$ cat config.mk
export PLATFORM = sky130hd
export DESIGN_NAME = hmp_device_flat
export DESIGN_NICKNAME = d
export VERILOG_FILES = /design/src/hmp_pkg.sv /design/src/hmp_link_if.sv /design/src/hmp_device.sv /design/src/hmp_fifo.sv /design/src/flat_wrapper.sv
export SDC_FILE = /design/constraint.sdc
export NUM_CORES = 1
export LEC_CHECK = 0
export BUFFER_PORTS_ARGS = -buffer_cell sky130_fd_sc_hd__buf_2
export CAP_MARGIN = 20
export CORE_ASPECT_RATIO = 1.25
export CORE_MARGIN = 2
export CORE_UTILIZATION = 55
export CTS_BUF_LIST = sky130_fd_sc_hd__clkbuf_2 sky130_fd_sc_hd__clkbuf_4 sky130_fd_sc_hd__clkbuf_8
export DETAILED_ROUTE_END_ITERATION = 8
export PLACE_DENSITY = 0.69
export SYNTH_ARGS = -nofsm -noshare
export SYNTH_HDL_FRONTEND = slang
export SYNTH_SLANG_ARGS = --single-unit
$ cat constraint.sdc
create_clock -name sys_clk -period 4.2 [get_ports sys_clk]
set_input_delay 0.42 -clock sys_clk [delete_from_list [all_inputs] [get_ports sys_clk]]
set_output_delay 0.42 -clock sys_clk [all_outputs]
set_load 0.005 [all_outputs]
$ cat src/hmp_pkg.sv
// Shared constants for the serial host port: device register map, command codes,
// link timing and the host controller's own APB register map.
// Assumes both ends run from one 10 MHz system clock.
package hmp_pkg;
	// Device registers reached over the serial frames
	localparam logic [7:0] REG_SLEEP_CONTROL = 8'hDF;
	localparam logic [7:0] REG_SOFTWARE_RESET = 8'hE0;
	localparam logic [7:0] REG_ADDR_HIGH = 8'hF0;
	localparam logic [7:0] REG_ADDR_MID = 8'hF1;
	localparam logic [7:0] REG_ADDR_LOW = 8'hF2;
	localparam logic [7:0] REG_BURST_COUNT = 8'hF3;
	localparam logic [7:0] CMD_MEM_READ = 8'h50;
	localparam logic [5:0] BURST_COUNT_RESET = 6'h01;
	localparam int BURST_COUNT_MAX = 63;
	localparam int SLEEP_BIT = 7;
	localparam int WORD_BITS = 16;
	localparam int FRAME_BITS = 16;
	// Link timing
	localparam int SYS_PERIOD_NS = 100;
	localparam int LINK_PERIOD_NS = 800;
	localparam int LINK_HALF_CYCLES = (LINK_PERIOD_NS / 2) / SYS_PERIOD_NS;
	// Host controller APB map
	localparam logic [7:0] APB_CMD = 8'h00;
	localparam logic [7:0] APB_STATUS = 8'h04;
	localparam logic [7:0] APB_RXDATA = 8'h08;
	localparam int CMD_DATA_LSB = 0;
	localparam int CMD_ADDR_LSB = 8;
	localparam int CMD_OP_LSB = 16;
	localparam int STAT_BUSY_BIT = 0;
	localparam int STAT_RXVALID_BIT = 1;
	localparam int STAT_IRQ_BIT = 2;
	typedef enum logic [1:0] {OP_WRITE, OP_POWER_DOWN, OP_WAKE, OP_READ} hmp_op_type;
endpackage

$ cat src/hmp_link_if.sv
// Serial host port wires between the host controller and the decoder device.
// Assumes both ends sample the wires with their own system clock.
`timescale 1ns/100ps
interface hmp_link_if;
	logic host_latch_strobe;
	logic host_serial_clock;
	logic host_serial_data_in;
	logic host_serial_data_out;
	logic host_interrupt_out;
	modport host (
		output host_latch_strobe,
		output host_serial_clock,
		output host_serial_data_in,
		input host_serial_data_out,
		input host_interrupt_out
	);
	modport device (
		input host_latch_strobe,
		input host_serial_clock,
		input host_serial_data_in,
		output host_serial_data_out,
		output host_interrupt_out
	);
endinterface

$ cat src/hmp_device.sv
// Decoder end of the serial host port: frame receiver, memory burst read-out,
// power-down by a clock fall while latch is low, sleep and software reset.
// Assumes the DRAM side pushes the requested words into word_data after mem_read_start.
//
// The APB register port is this design's own decision.
`timescale 1ns/100ps
module hmp_device
	import hmp_pkg::*;
#(
	parameter int FIFO_DEPTH = 16
)
(
	input wire logic sys_clk, // System clock
	input wire logic rst, // Synchronous reset
	hmp_link_if.device link, // Serial host port
	output logic mem_read_start, // Pulse: fetch a burst
	output logic [23:0] mem_read_addr, // Burst start address
	output logic [5:0] mem_read_words, // Burst length in words
	input wire logic word_valid, // Burst word offered
	output logic word_ready, // Room for a burst word
	input wire logic [WORD_BITS-1:0] word_data, // Burst word
	input wire logic event_in, // Event needing host attention
	output logic master_clock_enable, // Master clock running
	output logic chip_reset_hold, // Chip held in reset
	output logic units_suspended, // Functional units asleep
	output logic dram_refresh_enable, // DRAM refresh running
	output logic soft_reset_pulse, // Software reset strobe
	output logic underflow_flag // Read-out ran dry
);
	typedef enum {PW_ACTIVE, PW_DOWN} hmp_power_type;

	if (FIFO_DEPTH < 2)
	begin : g_bad_depth
		$error("hmp_device: FIFO_DEPTH must be at least 2");
	end

	logic latch_s1, latch_s2, latch_s3;
	logic clk_s1, clk_s2, clk_s3;
	logic din_s1, din_s2;
	logic clk_rise, clk_fall, latch_fall;
	hmp_power_type power_q;
	logic core_rst, eng_rst;
	logic [FRAME_BITS-1:0] frame_q;
	logic [4:0] bit_cnt_q;
	logic commit, cmd_read, cmd_soft;
	logic [7:0] frame_addr, frame_data;
	logic [23:0] addr_q;
	logic [5:0] burst_q;
	logic sleep_q;
	logic start_q, soft_q;
	logic [9:0] bits_left_q;
	logic [3:0] bit_idx_q;
	logic [WORD_BITS-1:0] out_shift_q;
	logic sdout_q, irq_q, underflow_q;
	logic reading, shift_edge, load;
	logic fifo_valid;
	logic [WORD_BITS-1:0] fifo_data, pop_word;
	logic mce_q, hold_q, susp_q, refresh_q;

	// Pin synchronisers, idle high
	always_ff @(posedge sys_clk)
	begin
		if (rst)
		begin
			{latch_s1, latch_s2, latch_s3} <= 3'h7;
			{clk_s1, clk_s2, clk_s3} <= 3'h7;
			{din_s1, din_s2} <= 2'h3;
		end
		else
		begin
			{latch_s1, latch_s2, latch_s3} <= {link.host_latch_strobe, latch_s1, latch_s2};
			{clk_s1, clk_s2, clk_s3} <= {link.host_serial_clock, clk_s1, clk_s2};
			{din_s1, din_s2} <= {link.host_serial_data_in, din_s1};
		end
	end

	assign clk_rise = clk_s2 & ~clk_s3;
	assign clk_fall = ~clk_s2 & clk_s3;
	assign latch_fall = ~latch_s2 & latch_s3;

	// Power state; starts down until the host wakes it
	always_ff @(posedge sys_clk)
	begin
		if (rst)
		begin
			power_q <= PW_DOWN;
		end
		else if (!latch_s2 && !din_s2)
		begin
			power_q <= PW_ACTIVE;
		end
		else if (!latch_s2 && clk_fall)
		begin
			power_q <= PW_DOWN;
		end
	end

	assign core_rst = rst | (power_q == PW_DOWN);
	assign eng_rst = core_rst | soft_q;

	always_ff @(posedge sys_clk)
	begin
		if (rst)
		begin
			mce_q <= 1'b0;
			hold_q <= 1'b1;
			susp_q <= 1'b0;
			refresh_q <= 1'b0;
		end
		else
		begin
			mce_q <= (power_q == PW_ACTIVE);
			hold_q <= (power_q == PW_DOWN);
			susp_q <= (power_q == PW_ACTIVE) & sleep_q;
			refresh_q <= (power_q == PW_ACTIVE);
		end
	end

	// Frame receiver: bits on rising clock while latch high
	always_ff @(posedge sys_clk)
	begin
		if (core_rst)
		begin
			frame_q <= '0;
			bit_cnt_q <= '0;
		end
		else if (!latch_s2)
		begin
			bit_cnt_q <= '0;
		end
		else if (clk_rise && !reading && bit_cnt_q != 5'(FRAME_BITS))
		begin
			frame_q <= {frame_q[FRAME_BITS-2:0], din_s2};
			bit_cnt_q <= bit_cnt_q + 5'h01;
		end
	end

	assign commit = latch_fall & clk_s2 & din_s2 & (bit_cnt_q == 5'(FRAME_BITS));
	assign frame_addr = frame_q[15:8];
	assign frame_data = frame_q[7:0];
	assign cmd_read = commit & (frame_addr == CMD_MEM_READ);
	assign cmd_soft = commit & (frame_addr == REG_SOFTWARE_RESET);

	always_ff @(posedge sys_clk)
	begin
		if (core_rst)
		begin
			addr_q <= '0;
			burst_q <= BURST_COUNT_RESET;
			sleep_q <= 1'b0;
		end
		else if (commit)
		begin
			case (frame_addr)
				REG_ADDR_HIGH: addr_q[23:16] <= frame_data;
				REG_ADDR_MID: addr_q[15:8] <= frame_data;
				REG_ADDR_LOW: addr_q[7:0] <= frame_data;
				REG_BURST_COUNT: burst_q <= (frame_data > 8'(BURST_COUNT_MAX)) ?
					6'(BURST_COUNT_MAX) : frame_data[5:0];
				REG_SLEEP_CONTROL: sleep_q <= frame_data[SLEEP_BIT];
				default: ;
			endcase
		end
	end

	always_ff @(posedge sys_clk)
	begin
		if (core_rst)
		begin
			start_q <= 1'b0;
			soft_q <= 1'b0;
		end
		else
		begin
			start_q <= cmd_read;
			soft_q <= cmd_soft;
		end
	end

	hmp_fifo #(
		.WIDTH(WORD_BITS),
		.DEPTH(FIFO_DEPTH)
	) u_fifo (
		.clk(sys_clk),
		.rst(rst),
		.flush(eng_rst),
		.in_valid(word_valid),
		.in_ready(word_ready),
		.in_data(word_data),
		.out_valid(fifo_valid),
		.out_ready(load),
		.out_data(fifo_data)
	);

	// Read-out: next bit after each falling clock, MSB first
	assign reading = (bits_left_q != '0);
	assign shift_edge = reading & latch_s2 & clk_fall;
	assign load = shift_edge & (bit_idx_q == '0);
	assign pop_word = fifo_valid ? fifo_data : '0;

	always_ff @(posedge sys_clk)
	begin
		if (eng_rst)
		begin
			bits_left_q <= '0;
			bit_idx_q <= '0;
			out_shift_q <= '0;
			sdout_q <= 1'b0;
		end
		else if (cmd_read)
		begin
			bits_left_q <= {burst_q, 4'h0};
			bit_idx_q <= '0;
		end
		else if (shift_edge)
		begin
			bits_left_q <= bits_left_q - 10'h001;
			bit_idx_q <= bit_idx_q + 4'h1;
			if (load)
			begin
				sdout_q <= pop_word[WORD_BITS-1];
				out_shift_q <= {pop_word[WORD_BITS-2:0], 1'b0};
			end
			else
			begin
				sdout_q <= out_shift_q[WORD_BITS-1];
				out_shift_q <= {out_shift_q[WORD_BITS-2:0], 1'b0};
			end
		end
	end

	// Sticky until reset, power-down or soft reset
	always_ff @(posedge sys_clk)
	begin
		if (eng_rst)
		begin
			underflow_q <= 1'b0;
		end
		else if (load && !fifo_valid)
		begin
			underflow_q <= 1'b1;
		end
	end

	always_ff @(posedge sys_clk)
	begin
		if (core_rst)
		begin
			irq_q <= 1'b0;
		end
		else
		begin
			irq_q <= event_in;
		end
	end

	assign link.host_serial_data_out = sdout_q;
	assign link.host_interrupt_out = irq_q;
	assign mem_read_start = start_q;
	assign mem_read_addr = addr_q;
	assign mem_read_words = burst_q;
	assign master_clock_enable = mce_q;
	assign chip_reset_hold = hold_q;
	assign units_suspended = susp_q;
	assign dram_refresh_enable = refresh_q;
	assign soft_reset_pulse = soft_q;
	assign underflow_flag = underflow_q;
endmodule

$ cat src/hmp_fifo.sv
// Word FIFO with valid/ready on both sides and a synchronous flush.
// Assumes push and pop sides share one clock.
`timescale 1ns/100ps
module hmp_fifo #(
	parameter int WIDTH = 16,
	parameter int DEPTH = 16
)
(
	input wire logic clk, // Clock
	input wire logic rst, // Synchronous reset
	input wire logic flush, // Drop all words
	input wire logic in_valid, // Word offered
	output logic in_ready, // Room available
	input wire logic [WIDTH-1:0] in_data, // Word in
	output logic out_valid, // Word available
	input wire logic out_ready, // Word taken
	output logic [WIDTH-1:0] out_data // Oldest word
);
	localparam int AW = $clog2(DEPTH);

	if (DEPTH < 2 || (2 ** AW) != DEPTH || WIDTH < 1)
	begin : g_bad_size
		$error("hmp_fifo: DEPTH must be a power of two of at least 2");
	end

	logic [WIDTH-1:0] mem_q [DEPTH];
	logic [AW-1:0] wr_q;
	logic [AW-1:0] rd_q;
	logic [AW:0] count_q;
	logic [AW:0] count_d;
	logic full_q;
	logic empty_q;
	logic push;
	logic pop;

	assign push = in_valid & ~full_q;
	assign pop = out_ready & ~empty_q;
	assign in_ready = ~full_q;
	assign out_valid = ~empty_q;
	assign out_data = mem_q[rd_q];

	always_comb
	begin
		count_d = count_q + (AW+1)'(push) - (AW+1)'(pop);
	end

	always_ff @(posedge clk)
	begin
		if (push)
		begin
			mem_q[wr_q] <= in_data;
		end
	end

	always_ff @(posedge clk)
	begin
		if (rst || flush)
		begin
			wr_q <= '0;
			rd_q <= '0;
			count_q <= '0;
			full_q <= 1'b0;
			empty_q <= 1'b1;
		end
		else
		begin
			wr_q <= wr_q + AW'(push);
			rd_q <= rd_q + AW'(pop);
			count_q <= count_d;
			full_q <= (count_d == (AW+1)'(DEPTH));
			empty_q <= (count_d == '0);
		end
	end
endmodule

$ cat src/flat_wrapper.sv
// flat-port wrapper written by rule: the top's interface ports become plain ports
module hmp_device_flat import hmp_pkg::*;
#(
	parameter int FIFO_DEPTH = 16
)
  (sys_clk, rst, mem_read_start, mem_read_addr, mem_read_words, word_valid, word_ready, word_data, event_in, master_clock_enable, chip_reset_hold, units_suspended, dram_refresh_enable, soft_reset_pulse, underflow_flag, link_host_latch_strobe, link_host_serial_clock, link_host_serial_data_in, link_host_serial_data_out, link_host_interrupt_out);
  hmp_link_if link_i ();
  input wire logic sys_clk;
  input wire logic rst;
  output logic mem_read_start;
  output logic [23:0] mem_read_addr;
  output logic [5:0] mem_read_words;
  input wire logic word_valid;
  output logic word_ready;
  input wire logic [WORD_BITS-1:0] word_data;
  input wire logic event_in;
  output logic master_clock_enable;
  output logic chip_reset_hold;
  output logic units_suspended;
  output logic dram_refresh_enable;
  output logic soft_reset_pulse;
  output logic underflow_flag;
  input wire logic [$bits(link_i.host_latch_strobe)-1:0] link_host_latch_strobe;
  input wire logic [$bits(link_i.host_serial_clock)-1:0] link_host_serial_clock;
  input wire logic [$bits(link_i.host_serial_data_in)-1:0] link_host_serial_data_in;
  output wire logic [$bits(link_i.host_serial_data_out)-1:0] link_host_serial_data_out;
  output wire logic [$bits(link_i.host_interrupt_out)-1:0] link_host_interrupt_out;
  assign link_i.host_latch_strobe = link_host_latch_strobe;
  assign link_i.host_serial_clock = link_host_serial_clock;
  assign link_i.host_serial_data_in = link_host_serial_data_in;
  assign link_host_serial_data_out = link_i.host_serial_data_out;
  assign link_host_interrupt_out = link_i.host_interrupt_out;
  hmp_device #(.FIFO_DEPTH(FIFO_DEPTH)) u_core (.sys_clk(sys_clk), .rst(rst), .link(link_i), .mem_read_start(mem_read_start), .mem_read_addr(mem_read_addr), .mem_read_words(mem_read_words), .word_valid(word_valid), .word_ready(word_ready), .word_data(word_data), .event_in(event_in), .master_clock_enable(master_clock_enable), .chip_reset_hold(chip_reset_hold), .units_suspended(units_suspended), .dram_refresh_enable(dram_refresh_enable), .soft_reset_pulse(soft_reset_pulse), .underflow_flag(underflow_flag));
endmodule
==> flow_summary_export.csv <==
group,metric,value,unit
outcome,outcome,"finished clean",
pwr,power_leakage,0.00558,uW
layout,final_common_cell,"edfxtp_1",
layout,nFillCells,1933,
yosys,synth_seq_cells,369,
die,fp.dieH,186,um
yosys,yosys.area.top_type_share,53.0,%
routing,postRouteAntennaNets,0,
layout,finalNonFillerCells,1457,
worst_hold_path,min_from,"link_host_serial_data_in",
job,cap_violations,0,
critical_path,startpoint_type,"flop",
clock_network,numCtsBuffers,54,
routing,drc,0,
clock_network,ctsRootBufferMaster,"clkbuf_8",
critical_path,cp.required,4680,ps
yosys,netlist_area,14500,um^2
global_route,grt_pass1_vias,8128,
timing,clock_skew,27.2,ps
placed_design,dp.cells,1358,
pwr,ir_drop,0.280,mV
worst_hold_path,hold_class,"input pin to flop",
routing,drt_wl_total,29.6,mm
yosys,synth.net_count,1019,
timing,worstMarginPinSlew,1020,ps
yosys,synth_edf_count,256,
yosys,synthFlopType,"edfxtp_1",
routing,drt_iter0_markers,631,
routing,first_pass_iters,6,
yosys,postSynthAreaPerCell,14.8,um^2
critical_path,path_max_fanout,6,
clock_network,htreeDepth,2,
clock_network,clock_sinks,369,
global_route,overflow,0,
timing,fmax,306,MHz
die,die_width,149,um
global_route,grt_pass1_wl,46.1,mm
yosys,synthDistinctLibCells,63,
placed_design,dpl.hpwl,18.0,mm
layout,mostFrequentLayoutCells,"edfxtp_1, dfxtp_1, nand2_1",
placed_design,gp_congestion,0.783,
clock_network,path_clk_slew,60,ps
routing,detail_route.vias_per_cell,5.63,
routing,drt-wirelength-per-cell,20.3,um
layout,drive_above_1_share,26.7,%
yosys,synthArstFlopShare,0,%
global_route,track_usage,22.2,%
yosys,yosysWarnings,0,
placed_design,portBuffers,62,
die,start_util,55.8,%
die,die_area,27700,um^2
clock_network,cts_resized,0,
layout,antenna_cells,0,
layout,nNetsFinal,1112,
yosys,yosys.area.top_type,"edfxtp_1",
routing,num_vias,8206,
timing,rsz0062_at_grt,"false",
global_route,grt_max_degree,55,
die,io_pins,63,
timing,fin_crit_sh,77.9,%
layout,syn_to_final_growth,13.0,%
critical_path,worstSetupEndpointType,"flop",
pwr,p_per_area,418,nW/um^2
yosys,syn_inst,983,
timing,max-slew-margin-rel,31.7,%
critical_path,critical_path.startpoint,"u_core.bits_left_q[0]",
timing,timing.final.crit_period,3270,ps
timing,setup_tns,0,ps
clock_network,tritoncts,"yes",
die,fp.coreArea,26000,um^2
clock_network,clockBufferDepth,3,
die,num_rows,66,
global_route,antenna_found_initial,1,
critical_path,arrival,3760,ps
critical_path,r2r-start,"u_core.bits_left_q[0]",
timing,hold_viol,0,
yosys,yosys-top-cells-area,"edfxtp_1, dfxtp_1, mux4_2",
timing,setup_viol,0,
layout,final_util,63.0,%
yosys,yosysSeqAreaShare,68.6,%
clock_network,clkLatencyLatePin,580,ps
clock_network,cts_setup_buffers,0,
clock_network,hold_buffers,0,
timing,maxSlewViolCount,0,
critical_path,worstSetupPathType,"flop to flop",
## critical path, cell delays in order (launching register included)
cell and delay [ps]:
dfxtp_1 340, inv_1 60, ha_1 150, or4b_1 600
o31ai_4 280, nor3_1 80, buf_4 180, xnor2_1 130
ha_1 210, fa_1 400, xor2_1 160, or4_1 440
o21ai_0 160
## Yosys cell counts, types with 2 or more instances
| library cell | n |
|---|---|
| a221oi_1 | 6 |
| o21ai_0 | 37 |
| mux2_2 | 7 |
| xor2_1 | 8 |
| nor3_1 | 15 |
| buf_4 | 3 |
| a211oi_1 | 7 |
| nor2_1 | 68 |
| o31a_1 | 2 |
| buf_6 | 4 |
| xnor2_1 | 13 |
| nand3b_1 | 3 |
| or4_1 | 4 |
| or3_1 | 4 |
| clkbuf_1 | 30 |
| edfxtp_1 | 256 |
| dfxtp_1 | 113 |
| o221ai_1 | 3 |
| or2_2 | 12 |
| nand2b_1 | 3 |
| a21o_1 | 11 |
| buf_1 | 3 |
| a22oi_1 | 5 |
| nand2_1 | 106 |
| nand4_1 | 7 |
| and2_1 | 10 |
| a221oi_2 | 6 |
| inv_1 | 16 |
| nor3b_1 | 2 |
| ha_1 | 12 |
| o211ai_1 | 2 |
| mux2i_1 | 29 |
| mux4_2 | 58 |
| buf_2 | 16 |
| nor2b_1 | 4 |
| nand3_1 | 43 |
| nor4_1 | 5 |
| a21oi_1 | 25 |
## report_power, final
group	switching (uW)	internal, uW	total (uW)
Clock	1270	1600	2860
Combinational	60.0	29.4	89.4
Sequential	4.67	3900	3900
Total	1330	5520	6850
## kinds of logic after synthesis
group                      after synthesis  share of synthesized area, %
xor gates and xnor gates                21                          1.27
DFF                                    369                          68.6
buffers and inverters                   73                          2.31
adders and majority gates               13                          1.17
AOI/OAI and AO/OA                      113                          5.22
and+or+nand+nor                        299                          9.85
muxes                                   95                          11.6
## per-layer routing
layer  vias up  routed length [um]  global-route usage [%]
met2       204               15700                    40.2
met3        49                1330                    3.77
met5         -                   7                       0
li1       3882                   -                       -
met1      4069               12000                    27.3
met4         2                 673                    6.82
## path summary, 6_finish.rpt
kind / cells past startpoint / end / slack [ps]
worst min-delay path: 2 / u_core.din_s1 / 50
worst max-delay path: 12 / u_core.u_fifo.empty_q / 930
worst min register to register: 1 / u_core.clk_s2 / 420
worst max register to register: 12 / u_core.u_fifo.empty_q / 930
## state kept, by name, summed over array words and instances (netlist names), 4 cells and up
| name | count |
|---|---|
| u_core.out_shift_q | 15 |
| u_core.bit_cnt_q | 5 |
| u_core.mem_read_addr | 24 |
| u_core.u_fifo.count_q | 5 |
| u_core.frame_q | 16 |
| u_core.bits_left_q | 10 |
| u_core.u_fifo.mem_q | 256 |
| u_core.bit_idx_q | 4 |
| u_core.u_fifo.wr_q | 4 |
| u_core.mem_read_words | 6 |
| u_core.u_fifo.rd_q | 4 |
## cell type report
cell class	instances	area (um^2)	area share (%)
Clock buffer	92	1070	6.54
Clock inverter	5	35.0	0.214
Inverter	17	63.8	0.389
Multi-Input combinational cell	541	4300	26.2
Sequential cell	369	9950	60.7
Tap cell	340	425	2.59
Timing Repair Buffer	93	553	3.37
## through the flow
stage / hold WS [ps] / area (um^2) / setup slack, ps / total power [uW]
after detailed placement: 406 / 15300 / 924 / 4070
after floorplan: 389 / 14500 / 1090 / 4010
final: 48.6 / 16400 / 928 / 6850
after global placement: 399 / 15300 / 996 / 4060
after CTS: 16.5 / 16400 / 911 / 6930
after global routing: 23.6 / 16400 / 765 / 7090
Power figures use the tool's default switching activity.
